`config.mk`:
```
export PLATFORM = sky130hd
export DESIGN_NAME = ptm_trigger_select
export DESIGN_NICKNAME = d
export VERILOG_FILES = /design/src/common/ptm_pkg.sv /design/src/ptm_trig_decode.sv /design/src/ptm_trigger_select.sv
export SDC_FILE = /design/constraint.sdc
export NUM_CORES = 1
export LEC_CHECK = 0
export ABC_AREA = 1
export BUFFER_PORTS_ARGS = -buffer_cell sky130_fd_sc_hd__buf_2
export CAP_MARGIN = 20
export CORE_AREA = 4 4 94 114
export CTS_BUF_LIST = sky130_fd_sc_hd__clkbuf_16
export DETAILED_ROUTE_END_ITERATION = 7
export DIE_AREA = 0 0 98 118
export GPL_ROUTABILITY_DRIVEN = 0
export GPL_TIMING_DRIVEN = 0
export PLACE_DENSITY = 0.84
export SETUP_SLACK_MARGIN = 0.05
export SKIP_CTS_REPAIR_TIMING = 1
export SLEW_MARGIN = 20
export SYNTH_ARGS = -nofsm -noshare
export SYNTH_HDL_FRONTEND = slang
export SYNTH_SLANG_ARGS = --single-unit
```
`constraint.sdc`:
```
create_clock -name ref_clk_i -period 4.1 [get_ports ref_clk_i]
set_input_delay 0.82 -clock ref_clk_i [delete_from_list [all_inputs] [get_ports ref_clk_i]]
set_output_delay 0.82 -clock ref_clk_i [all_outputs]
set_load 0.03 [all_outputs]
```
`src/common/ptm_pkg.sv`:
```
// Constants for the trigger match-select slice
// Function
// - Channel 2 match mode is three bits at 10..8, read and write.
// - Codes 000 and 111 give no channel 2 trigger.
// - Code 001 triggers on compare match while counting down.
// - Code 010 triggers on up-count match, 011 on either direction.
// - Code 100 triggers at carrier peak regardless of compare value.
// - Code 101 triggers at carrier bottom.
// - Code 110 triggers at both carrier peak and bottom.
// - Sawtooth carrier turns code 001 into an up-count match trigger.
// - Sawtooth carrier turns code 101 into a peak trigger.
// - Triangle, code 011, compare 0x0001 gives one trigger per period.
// - Bit 7 selects channel 1 update; zero loads buffer on carrier event.
// - Bit 7 set copies a channel 1 compare write to the buffer at once.
// - With the PWM unit disabled, buffers always update at once.
package ptm_pkg;
    localparam int CMP_W = 16;
    localparam int ADDR_W = 4;
    // Register offsets
    localparam logic [ADDR_W-1:0] OFS_TRIG_CTRL = 4'h0;
    localparam logic [ADDR_W-1:0] OFS_CH1_CMP = 4'h4;
    localparam logic [ADDR_W-1:0] OFS_CH2_CMP = 4'h8;
    localparam logic [ADDR_W-1:0] OFS_CH1_BUF = 4'hC;
    // Trigger control fields
    localparam int CH1_IMM_BIT = 7;
    localparam int CH2_MODE_LSB = 8;
    localparam int CH2_MODE_MSB = 10;
    localparam int CH2_IMM_BIT = 11;
    // Reset values and the single-compare value
    localparam logic [CMP_W-1:0] CMP_RST = 16'h0000;
    localparam logic [CMP_W-1:0] CMP_ONE = 16'h0001;
    localparam logic [CMP_W-1:0] CNT_BOTTOM = 16'h0000;
    // Match-mode codes
    localparam logic [2:0] MD_OFF0 = 3'h0;
    localparam logic [2:0] MD_DOWN = 3'h1;
    localparam logic [2:0] MD_UP = 3'h2;
    localparam logic [2:0] MD_BOTH = 3'h3;
    localparam logic [2:0] MD_PEAK = 3'h4;
    localparam logic [2:0] MD_BOT = 3'h5;
    localparam logic [2:0] MD_PKBT = 3'h6;
    localparam logic [2:0] MD_OFF7 = 3'h7;
endpackage

```
`src/ptm_trig_decode.sv`:
```
// Trigger condition decode for one compare channel
`timescale 1ns/1ps
module ptm_trig_decode
    import ptm_pkg::*;
(
    input wire logic [2:0] mode_i,
    input wire logic sawtooth_i,
    input wire logic match_i,
    input wire logic up_i,
    input wire logic peak_i,
    input wire logic bottom_i,
    input wire logic single_cmp_i,
    output logic fire_o
);
    // Mode selection of trigger condition
    always_comb begin
        case (mode_i)
            MD_DOWN: fire_o = match_i & (sawtooth_i ? up_i : ~up_i);
            MD_UP: fire_o = match_i & up_i;
            MD_BOTH: fire_o = match_i & (~single_cmp_i | up_i);
            MD_PEAK: fire_o = peak_i;
            MD_BOT: fire_o = sawtooth_i ? peak_i : bottom_i;
            MD_PKBT: fire_o = peak_i | bottom_i;
            default: fire_o = 1'b0;
        endcase
    end
endmodule // ptm_trig_decode

```
`src/ptm_trigger_select.sv`:
```
// Trigger match-mode select and compare buffer update for one PWM slice
//
// The address map and the strobed register port were left to the implementer.
`timescale 1ns/1ps
module ptm_trigger_select
    import ptm_pkg::*;
(
    input wire logic ref_clk_i,
    input wire logic rst_n_i,
    input wire logic [ADDR_W-1:0] addr_i,
    input wire logic [31:0] wdata_i,
    input wire logic wr_i,
    input wire logic rd_i,
    output logic [31:0] rdata_o,
    input wire logic [CMP_W-1:0] carrier_cnt_i,
    input wire logic [CMP_W-1:0] carrier_period_i,
    input wire logic carrier_mode_i,
    input wire logic pwm_enable_i,
    output logic trig_ch1_o,
    output logic trig_ch2_o
);
    logic [2:0] trig_ch2_match_mode_reg;
    logic trig_ch1_immediate_load_reg;
    logic trig_ch2_immediate_load_reg;
    logic [CMP_W-1:0] trig_ch1_compare_value_reg;
    logic [CMP_W-1:0] trig_ch2_compare_value_reg;
    logic [CMP_W-1:0] ch1_buf_reg;
    logic [CMP_W-1:0] ch2_buf_reg;
    logic [CMP_W-1:0] cnt_prev_reg;
    logic cnt_valid_reg;
    logic up_dir;
    logic at_peak;
    logic at_bottom;
    logic sawtooth;
    logic ch1_fire;
    logic ch2_fire;
    logic wr_ctrl;
    logic wr_ch1;
    logic wr_ch2;
    logic [31:0] rdata_next;
    logic new_cnt;
    logic ch1_match;
    logic ch2_match;

    // Fresh count: value changed while the unit stayed enabled over two edges
    function automatic logic fresh_count(input logic [CMP_W-1:0] cnt, input logic [CMP_W-1:0] prev,
        input logic valid, input logic en);
        fresh_count = valid && en && cnt != prev;
    endfunction

    assign sawtooth = ~carrier_mode_i;
    assign wr_ctrl = wr_i && addr_i == OFS_TRIG_CTRL;
    assign wr_ch1 = wr_i && addr_i == OFS_CH1_CMP;
    assign wr_ch2 = wr_i && addr_i == OFS_CH2_CMP;

    // Control word fields
    always_ff @(posedge ref_clk_i or negedge rst_n_i) begin
        if (!rst_n_i) begin
            trig_ch2_match_mode_reg <= MD_OFF0;
            trig_ch1_immediate_load_reg <= 1'b0;
            trig_ch2_immediate_load_reg <= 1'b0;
        end else if (wr_ctrl) begin
            trig_ch2_match_mode_reg <= wdata_i[CH2_MODE_MSB:CH2_MODE_LSB];
            trig_ch1_immediate_load_reg <= wdata_i[CH1_IMM_BIT];
            trig_ch2_immediate_load_reg <= wdata_i[CH2_IMM_BIT];
        end
    end

    // Compare registers written by software
    always_ff @(posedge ref_clk_i or negedge rst_n_i) begin
        if (!rst_n_i) begin
            trig_ch1_compare_value_reg <= CMP_RST;
            trig_ch2_compare_value_reg <= CMP_RST;
        end else begin
            if (wr_ch1) begin
                trig_ch1_compare_value_reg <= wdata_i[CMP_W-1:0];
            end
            if (wr_ch2) begin
                trig_ch2_compare_value_reg <= wdata_i[CMP_W-1:0];
            end
        end
    end

    // Carrier direction from previous count
    always_ff @(posedge ref_clk_i or negedge rst_n_i) begin
        if (!rst_n_i) begin
            cnt_prev_reg <= CNT_BOTTOM;
            cnt_valid_reg <= 1'b0;
        end else begin
            cnt_prev_reg <= carrier_cnt_i;
            cnt_valid_reg <= pwm_enable_i;
        end
    end

    // Sawtooth always counts up; triangle direction from count change
    assign up_dir = sawtooth ? 1'b1 :
        (carrier_cnt_i > cnt_prev_reg) || (carrier_cnt_i == CNT_BOTTOM);
    assign new_cnt = fresh_count(carrier_cnt_i, cnt_prev_reg, cnt_valid_reg, pwm_enable_i);
    assign at_peak = new_cnt && carrier_cnt_i == carrier_period_i;
    assign at_bottom = new_cnt && carrier_cnt_i == CNT_BOTTOM;

    // Compare hits against the active buffers
    assign ch1_match = new_cnt && carrier_cnt_i == ch1_buf_reg;
    assign ch2_match = new_cnt && carrier_cnt_i == ch2_buf_reg;

    // Compare buffers: immediate or at carrier event
    always_ff @(posedge ref_clk_i or negedge rst_n_i) begin
        if (!rst_n_i) begin
            ch1_buf_reg <= CMP_RST;
            ch2_buf_reg <= CMP_RST;
        end else begin
            if (trig_ch1_immediate_load_reg || !pwm_enable_i) begin
                ch1_buf_reg <= trig_ch1_compare_value_reg;
            end else if (at_bottom || (sawtooth && at_peak)) begin
                ch1_buf_reg <= trig_ch1_compare_value_reg;
            end
            if (trig_ch2_immediate_load_reg || !pwm_enable_i) begin
                ch2_buf_reg <= trig_ch2_compare_value_reg;
            end else if (at_bottom || (sawtooth && at_peak)) begin
                ch2_buf_reg <= trig_ch2_compare_value_reg;
            end
        end
    end

    // Channel 1 fires on either-direction match; channel 2 by mode
    ptm_trig_decode u_dec1 (
        .mode_i(MD_BOTH),
        .sawtooth_i(sawtooth),
        .match_i(ch1_match),
        .up_i(up_dir),
        .peak_i(at_peak),
        .bottom_i(at_bottom),
        .single_cmp_i(!sawtooth && ch1_buf_reg == CMP_ONE),
        .fire_o(ch1_fire)
    );
    ptm_trig_decode u_dec2 (
        .mode_i(trig_ch2_match_mode_reg),
        .sawtooth_i(sawtooth),
        .match_i(ch2_match),
        .up_i(up_dir),
        .peak_i(at_peak),
        .bottom_i(at_bottom),
        .single_cmp_i(!sawtooth && ch2_buf_reg == CMP_ONE),
        .fire_o(ch2_fire)
    );

    // Trigger pulses, one cycle each
    always_ff @(posedge ref_clk_i or negedge rst_n_i) begin
        if (!rst_n_i) begin
            trig_ch1_o <= 1'b0;
            trig_ch2_o <= 1'b0;
        end else begin
            trig_ch1_o <= ch1_fire;
            trig_ch2_o <= ch2_fire;
        end
    end

    // Read mux
    always_comb begin
        rdata_next = 32'h0000_0000;
        case (addr_i)
            OFS_TRIG_CTRL: begin
                rdata_next[CH2_MODE_MSB:CH2_MODE_LSB] = trig_ch2_match_mode_reg;
                rdata_next[CH1_IMM_BIT] = trig_ch1_immediate_load_reg;
                rdata_next[CH2_IMM_BIT] = trig_ch2_immediate_load_reg;
            end
            OFS_CH1_CMP: rdata_next[CMP_W-1:0] = trig_ch1_compare_value_reg;
            OFS_CH2_CMP: rdata_next[CMP_W-1:0] = trig_ch2_compare_value_reg;
            OFS_CH1_BUF: rdata_next[CMP_W-1:0] = ch1_buf_reg;
            default: rdata_next = 32'h0000_0000;
        endcase
    end

    // Read data one cycle after strobe, zero otherwise
    always_ff @(posedge ref_clk_i or negedge rst_n_i) begin
        if (!rst_n_i) begin
            rdata_o <= 32'h0000_0000;
        end else begin
            rdata_o <= rd_i ? rdata_next : 32'h0000_0000;
        end
    end
endmodule // ptm_trigger_select

```
; After elaboration in Yosys (flattened, before gate mapping)
; Index checks and enable logic that the tools add are counted.
[op_classes]
n_bitwise = 11
n_eq_ne = 15
n_reduce_logical = 21
mux = 12
order_cmp = 1
[ops]
columns = op, count
row1 = $mux W16, 5
row2 = $eq A16 B16 Y1, 3
row3 = $eq A16 B1 Y1 const B, 2
row4 = $pmux W7 S3, 1
row5 = $pmux W5 S4, 1
row6 = $gt A16 B16 Y1, 1
row7 = $logic_not A16 Y1, 1
row8 = $ne A16 B16 Y1, 1
row9 = $logic_and A1 B1 Y1, 12
row10 = $pmux W4 S3, 1
row11 = $eq A3 B3 Y1 const B, 3
row12 = $eq A4 B4 Y1 const B, 2
row13 = $eq A3 B2 Y1 const B, 2
row14 = $pmux W1 S6, 1
row15 = $and A1 B1 Y1, 4
row16 = $eq A4 B3 Y1 const B, 1
row17 = $logic_not A4 Y1, 1
row18 = $logic_or A1 B1 Y1, 4
row19 = $not A1 Y1, 4
row20 = $reduce_bool A2 Y1, 2
row21 = $eq A3 B1 Y1 const B, 1
row22 = $mux W1, 3
row23 = $or A1 B1 Y1, 3
row24 = $logic_not A1 Y1, 1
[totals]
register_bits = 104

; Logic depth before layout (Yosys ltp)
; Gate-level depths: netlist (run 1).
[logic_depth]
ltp_word = 7
mapped_depth = 16
depth_no_buf = 16

; Cells and area by module
; A second synthesis (run 1) with hierarchy kept.
[unflattened]
cells_unflattened = 726
area_unflattened_um2 = 5642.9
[by_module_without_submodules]
columns = module, n_inst, area_each_um2, cells_per_inst
row1 = ptm_trigger_select, 1, 5432.7, 674
row2 = ptm_trig_decode, 2, 105.1, 26

; Worst setup path after synthesis (run 1)
; No wires, ideal clock.
[synth_timing]
path_kind = input port to flip-flop
from = input carrier_cnt_i[15]
to = register ch1_buf_reg[7]
arrival_time_ps = 2138
stages = 12
required_time_ps = 4035
setup_slack_ps = 1897
setup_ps = 65
path_cell_list = ha_1 nand2_2 nor2_4 nand2_2 nor2_4 nor2_4 nand2_4 nand2_4 nor2_4 buf_8 nand3_1 nand2_1
[synth_via]
elab_chain_cells = 6
word_cells_on_any_way = 9
cone_classes = eq/ne (2) / reduce/logical (7)
[synth_lines]
columns = element, line_no
row1 = from (decl), ptm_trigger_select.sv:15  ; input wire logic [CMP_W-1:0] carrier_cnt_i,
row2 = $ne A16 B16 Y1, ptm_trigger_select.sv:48  ; fresh_count = valid && en && cnt != prev;
row3 = $logic_and A1 B1 Y1, ptm_trigger_select.sv:48
row4 = $logic_and A1 B1 Y1, ptm_trigger_select.sv:99  ; assign at_peak = new_cnt && carrier_cnt_i == carrier_period_i;
row5 = $logic_and A1 B1 Y1, ptm_trigger_select.sv:114  ; end else if (at_bottom || (sawtooth && at_peak)) begin
row6 = $logic_or A1 B1 Y1 (*), ptm_trigger_select.sv:114
row7 = $reduce_bool A2 Y1 (no source line) (*), --
row8 = to (signal assigned), ptm_trigger_select.sv:113  ; ch1_buf_reg <= trig_ch1_compare_value_reg;
row9 = to (signal assigned), ptm_trigger_select.sv:115  ; ch1_buf_reg <= trig_ch1_compare_value_reg;
row10 = to (decl), ptm_trigger_select.sv:27  ; logic [CMP_W-1:0] ch1_buf_reg;
; Every way passes the cells marked *; elsewhere a longest branch is shown, timed or not.
; A chain may end at the register's enable or synchronous reset.

; Worst setup path in the final report (run 1)
[layout_timing]
from = input carrier_cnt_i[7]
to = register ch1_buf_reg[9]
; Same word-level chain as after synthesis.

==> summary.md, run 1 <==
| Metric | Value |
|---|---|
| 1st-iter DRT viols | `433` |
| Final hold vios | `0` |
| Worst hold path class | `input port to asynchronous set/reset pin` |
| Netlist cell types | `35` |
| Overall routing resource usage | `0.256` |
| Placed instance area | `approximately 6200 um^2` |
| PwrDens | `430 nW/um^2` |
| Antenna Violating Nets Remaining | `0` |
| Die area | `roughly 12000 um^2` |
| Count of final setup violators | `0` |
| Post-Syn Instances | `between 700 and 800` |
| Antenna diodes | `0` |
| Commonest cells after routing, fill and taps aside | `nand2_1 (229), dfrtp_1 (104), inv_1 (89)` |
| Slew of the pin with the lowest slew margin | `between 500 and 600 ps` |
| WL/cell | `between 15 and 20 um` |
| Pin count of the biggest net entering global routing | `between 50 and 60` |
| Total Neg Setup Slack | `0 ps` |
| Setup crit end kind | `register` |
| Crit share post-route | `0.556` |
| Final WL | `roughly 14 mm` |
| Final worst slack | `1820 ps` |
| Utilization after layout | `0.687` |
| Yosys warns | `0` |
| Fin crit period | `~2300 ps` |
| Initial Utilization | `0.591` |
| Reg-to-reg endpoint | `ch1_buf_reg[9]` |
| DRC | `0` |
| Worst-path maximum fanout | `10` |
| Die width | `approximately 100 um` |
| Biggest cell delay along the critical path | `~310 ps` |
| Slew headroom | `0.646` |
| Post-route total power | `between 2 and 3 mW` |
| Post-route cell area | `between 6000 and 7000 um^2` |
| Layout Skew | `between 6 and 7 ps` |
| Post-synth EDFFs | `0` |
| Syn avg cell area | `roughly 8 um^2` |
| Die Height | `around 120 um` |
| Via count | `a little over 5000` |
| First-pass GRT wire length | `roughly 24 mm` |
| CTS buffer count | `9` |
| Post-synthesis register bit count | `between 100 and 150` |
| CP max-delay cell | `ha_1` |
| Clk pin slew, worst setup/hold paths | `about 70 ps` |
| Worst R2R Start | `cnt_prev_reg[7]` |
| Main flop type after synthesis | `dfrtp_1` |
| Clock Sinks | `104` |
| FF-to-FF path depth | `13` |
| Seq/Total Area, Yosys | `0.463` |
| Row cnt | `39` |
| Setup CP Type | `input port to register` |
| Initial antenna violation count | `0` |
| Router iterations before antenna repair | `5` |
| Data arrival, critical path | `2570 ps` |
| Share of cells above drive strength 1 | `0.184` |
| Area grow syn2layout | `16.3%` |
| CTS tree | `done` |
| DR vias/cell | `around 5.4` |
| CTS root buffer | `clkbuf_16` |
| Worst-skew pair later-pin latency | `350 ps` |
| Post-DP HPWL | `between 10 and 15 mm` |
| Core area | `9520 um^2` |
| Slew Limit Fails | `0` |
| Post-layout nets | `roughly 900` |
| Data required, critical path | `between 4000 and 5000 ps` |
| Leak | `3.62 nW` |
| Port bufs | `75` |
| Peak supply drop | `roughly 0.28 mV` |
| Total gr overflow | `0` |
| Post-place setup slack | `1440 ps` |
| Critical path startpoint category | `input port` |
| Cell Area, Synth | `between 5000 and 6000 um^2` |
| I/O pins | `~110` |
| Synth async-reset ratio | `1.00` |
| RSZ-0062 raised after global routing | `false` |
| Clock tree buffer depth | `2` |
| Commonest non-fill, non-tap cell in the layout | `nand2_1` |
| Worst R2R Setup Slack | `between 2000 and 2500 ps` |
| Status | `finished, final reports clean` |
| Vias in the first global route | `around 5200` |
| Worst path cell trace | `buf_2 > ha_1 > nand2_1 > nor2_1 > nand2_1 > nor2_4 > nor2_4 > nand2_4 > nand2_4 > nor2_4 > buf_8 > nand3_1 > nand2_1` |
| H-tree depth | `3` |
| Number of max-cap violations | `0` |
| Max Freq | `around 440 MHz` |
[worst max-delay path: cells and delay by family]
family,cells,cell delay (ps)
fa+ha+maj,1,310
simple gates,10,1110
buf+inv,2,320
[logic make-up after synthesis]
group                    share of synthesized area
AND/OR/NAND/NOR                              0.282
buffers and inverters                        0.106
flip-flops                                   0.463
AO/OA/AOI/OAI                               0.0754
XOR/XNOR                                    0.0374
adder cells (fa/ha/maj)                     0.0356
other                                     0.000667
[Yosys cell counts (7+ instances only)]
cell      instances  area [um^2]
nand2_1         229          860
o21ai_0          51          255
nand3_2           8         80.1
clkbuf_1          7         26.3
inv_2             8         30.0
nand3_1          35          175
ha_1             16          200
buf_4            16          120
inv_1            89          334
dfrtp_1         104         2600
nor2_1           43          161
o21ai_1           7         35.0
xor2_1           15          131
xnor2_1           9         78.8
a21oi_1           7         35.0
nand4_1          10         62.6
[worst max-delay path by stage]
stage / from / endpoint / cells after the start
after floorplan: carrier_cnt_i[15] / ch1_buf_reg[7] / 12
after global placement: rst_n_i / cnt_prev_reg[2] / 1
after detailed placement: carrier_cnt_i[3] / ch1_buf_reg[9] / 13
after CTS: carrier_cnt_i[3] / ch1_buf_reg[9] / 13
after global routing: carrier_cnt_i[3] / ch1_buf_reg[9] / 12
final: carrier_cnt_i[7] / ch1_buf_reg[9] / 13
[where the power goes]
group          total (mW)  switching (mW)  internal [mW]  leakage (nW)
Combinational       0.589           0.363          0.225          2.15
Sequential           1.37           0.177           1.19          1.33
Clock               0.855           0.382          0.473         0.139
[metal layers]
metal  up-vias  share of wire  global-route usage
met2       218           0.50               0.435
met5         -              0                   0
met1      2394           0.39               0.309
li1       2390              -                   -
met4         0          0.049               0.146
met3        53          0.056              0.0368
[per-stage QoR]
step,hold WS (ps),std cells
4_1_cts,428,934
3_3_place_gp,471,917
3_5_place_dp,477,918
6_report,413,934
5_1_grt,452,934
2_1_floorplan,453,719
[final cells by class]
cell class,count,area [um^2]
Multi-Input combinational cell,484,2480
Fill cell,719,2980
Clock buffer,9,225
Inverter,98,368
Timing Repair Buffer,76,409
Clock inverter,7,71.3
Tap cell,123,154
Buffer,33,229
Sequential cell,104,2600
(Power assumes the default switching activity.)
==> run 2, diff against run 1 <==
- CORE_AREA: 4 4 94 114 -> 4 4 102 124
- DIE_AREA: 0 0 98 118 -> 0 0 106 128
- PLACE_DENSITY: 0.84 -> 0.75
- clock period: 4.1 -> 1.9 ns (I/O delays scaled with it)
==> run 2 against run 1 <==
  * The run now ends with setup timing left
  * Routed wire length is 2.8% higher
  * Critical path depth stayed put
  * Combinational power is 140% higher
  * Via count is 3.0% lower
  * Register-to-register slack worse by 2200 ps
  * Cell count is 4.6% higher
  * Power is 120% higher
  * Sequential cell count stayed put
  * Sequential power is 120% higher
  * Design area is 6.1% higher
  * Clock power is 130% higher
  * Highest routed layer unchanged
==> summary.md, run 2 (synthesized netlist as in run 1, its figures left out) <==
| Metric | Value |
|---|---|
| Worst-skew pair later-pin latency | `350 ps (about the same)` |
| CTS buffer count | `9 (unchanged)` |
| CTS root buffer | `clkbuf_16` |
| Worst R2R Setup Slack | `-80 ps (-2170 ps)` |
| Die Height | `128 um (+8.5%)` |
| Initial Utilization | `0.493 (-0.0979)` |
| Peak supply drop | `0.500 mV (+81%)` |
| Via count | `4901 (-3.0%)` |
| Critical path startpoint category | `register` |
| Initial antenna violation count | `0 (unchanged)` |
| Total gr overflow | `0 (unchanged)` |
| Post-layout nets | `905 (+1.0%)` |
| Data arrival, critical path | `2260 ps (-310 ps)` |
| Port bufs | `75 (unchanged)` |
| Status | `finished, violations left` |
| Row cnt | `43 (+10%)` |
| Worst hold path class | `input port to register` |
| Crit share post-route | `1.04` |
| Router iterations before antenna repair | `5 (unchanged)` |
| Post-route cell area | `6940 um^2 (+6.1%)` |
| Die width | `106 um (+8.2%)` |
| Area grow syn2layout | `23.4%` |
| Layout Skew | `6.60 ps (-0.288 ps)` |
| Hold path start | `carrier_cnt_i[12]` |
| Clock Sinks | `104 (unchanged)` |
| RSZ-0062 raised after global routing | `true` |
| Count of final setup violators | `21 (+21)` |
| Final worst slack | `-81.2 ps (-1900 ps)` |
| Placed instance area | `6280 um^2 (+0.68%)` |
| Antenna Violating Nets Remaining | `0 (unchanged)` |
| 1st-iter DRT viols | `384 (-11%)` |
| WL/cell | `15.0 um (-1.7%)` |
| Slew headroom | `0.647 (about the same)` |
| Hold depth | `1` |
| Utilization after layout | `0.608 (-0.0789)` |
| H-tree depth | `3 (unchanged)` |
| Commonest cells after routing, fill and taps aside | `nand2_1 (211), dfrtp_1 (104), inv_1 (85)` |
| Clk pin slew, worst setup/hold paths | `70 ps (about the same)` |
| Final WL | `14.6 mm (+2.8%)` |
| Final hold vios | `0 (unchanged)` |
| Failing checks | `setup timing` |
| DRC | `0 (unchanged)` |
| Worst R2R Start | `cnt_prev_reg[6]` |
| Setup crit end kind | `register` |
| Fin crit period | `roughly 2000 ps` |
| CTS tree | `done` |
| I/O pins | `108 (unchanged)` |
| DR vias/cell | `5.02 (-7.3%)` |
| First-pass GRT wire length | `22.5 mm (-6.4%)` |
| Post-place setup slack | `-317 ps (-1760 ps)` |
| Setup CP Type | `register to register` |
| Worst-path maximum fanout | `7 (-3)` |
| Vias in the first global route | `4679 (-11%)` |
| Slew Limit Fails | `0 (unchanged)` |
| Reg-to-reg endpoint | `ch1_buf_reg[9]` |
| Slew of the pin with the lowest slew margin | `530 ps (-0.408 ps)` |
| Pin count of the biggest net entering global routing | `67 (+24%)` |
| Commonest non-fill, non-tap cell in the layout | `nand2_1` |
| Hold endpoint | `cnt_prev_reg[12]` |
| Clock tree buffer depth | `2 (unchanged)` |
| FF-to-FF path depth | `13 (unchanged)` |
| Antenna diodes | `0 (unchanged)` |
| Max Freq | `505 MHz` |
| PwrDens | `907 nW/um^2 (+110%)` |
| Die area | `13600 um^2 (+17%)` |
| Data required, critical path | `2180 ps (-2210 ps)` |
| Post-DP HPWL | `10.5 mm (-3.5%)` |
| Leak | `3.74 nW (+3.3%)` |
| Core area | `11400 um^2 (+20%)` |
| Overall routing resource usage | `0.211 (-0.0450)` |
| Number of max-cap violations | `0 (unchanged)` |
| Share of cells above drive strength 1 | `0.241 (+0.0577)` |
## run 2: area by class of cell
class,count,area (um^2)
timing repair buffer,85,528
inverter,98,368
clock buffer,9,225
fill,1016,4470
buffer,33,233
sequential,104,2600
tap,157,196
clock inverter,7,87.6
multi-input combinational,484,2700
## run 2: power by group
part | switching [mW] | internal, mW
sequential | 0.384 | 2.57
clock | 0.798 | 1.14
combinational | 0.834 | 0.561
## run 2: critical path, stage by stage (launching register included)
cell     delay, ps
dfrtp_1        340
inv_1           50
ha_1           280
nand2_2         70
nor2_4         110
nand2_4         80
nor2_4         140
nor2_4          90
nand3_4        100
nor2_4          40
nor2_4         250
buf_8          170
nand3_1         80
nand2_1        110
## run 2: worst max path at each step
stage,from,end,slack (ps),depth (start not counted)
after CTS,cnt_prev_reg[3],ch2_buf_reg[5],-110,13
after floorplan,carrier_cnt_i[15],ch1_buf_reg[7],140,12
after global placement,rst_n_i,cnt_prev_reg[2],-650,1
final,cnt_prev_reg[6],ch1_buf_reg[9],-80,13
after global routing,cnt_prev_reg[6],ch1_buf_reg[9],-210,13
after detailed placement,carrier_cnt_i[3],ch1_buf_reg[9],-320,12
## run 2: metal layers
metal	routed length [um]	global-route usage
met3	692	0.0408
met4	661	0.111
met1	5880	0.255
met5	0	0
met2	7390	0.359
## run 2: metrics by stage
| step | std cells | TNS [ps] | power, mW | hold WS [ps] |
|---|---|---|---|---|
| final | 977 | -755 | 6.29 | 209 |
| after global routing | 977 | -4470 | 6.61 | 200 |
| after CTS | 968 | -1610 | 6.13 | -55.4 |
| after detailed placement | 952 | -9040 | 4.19 | 310 |
| after global placement | 951 | -74850 | 4.15 | 466 |
| after floorplan | 719 | 0 | 3.72 | 84.4 |
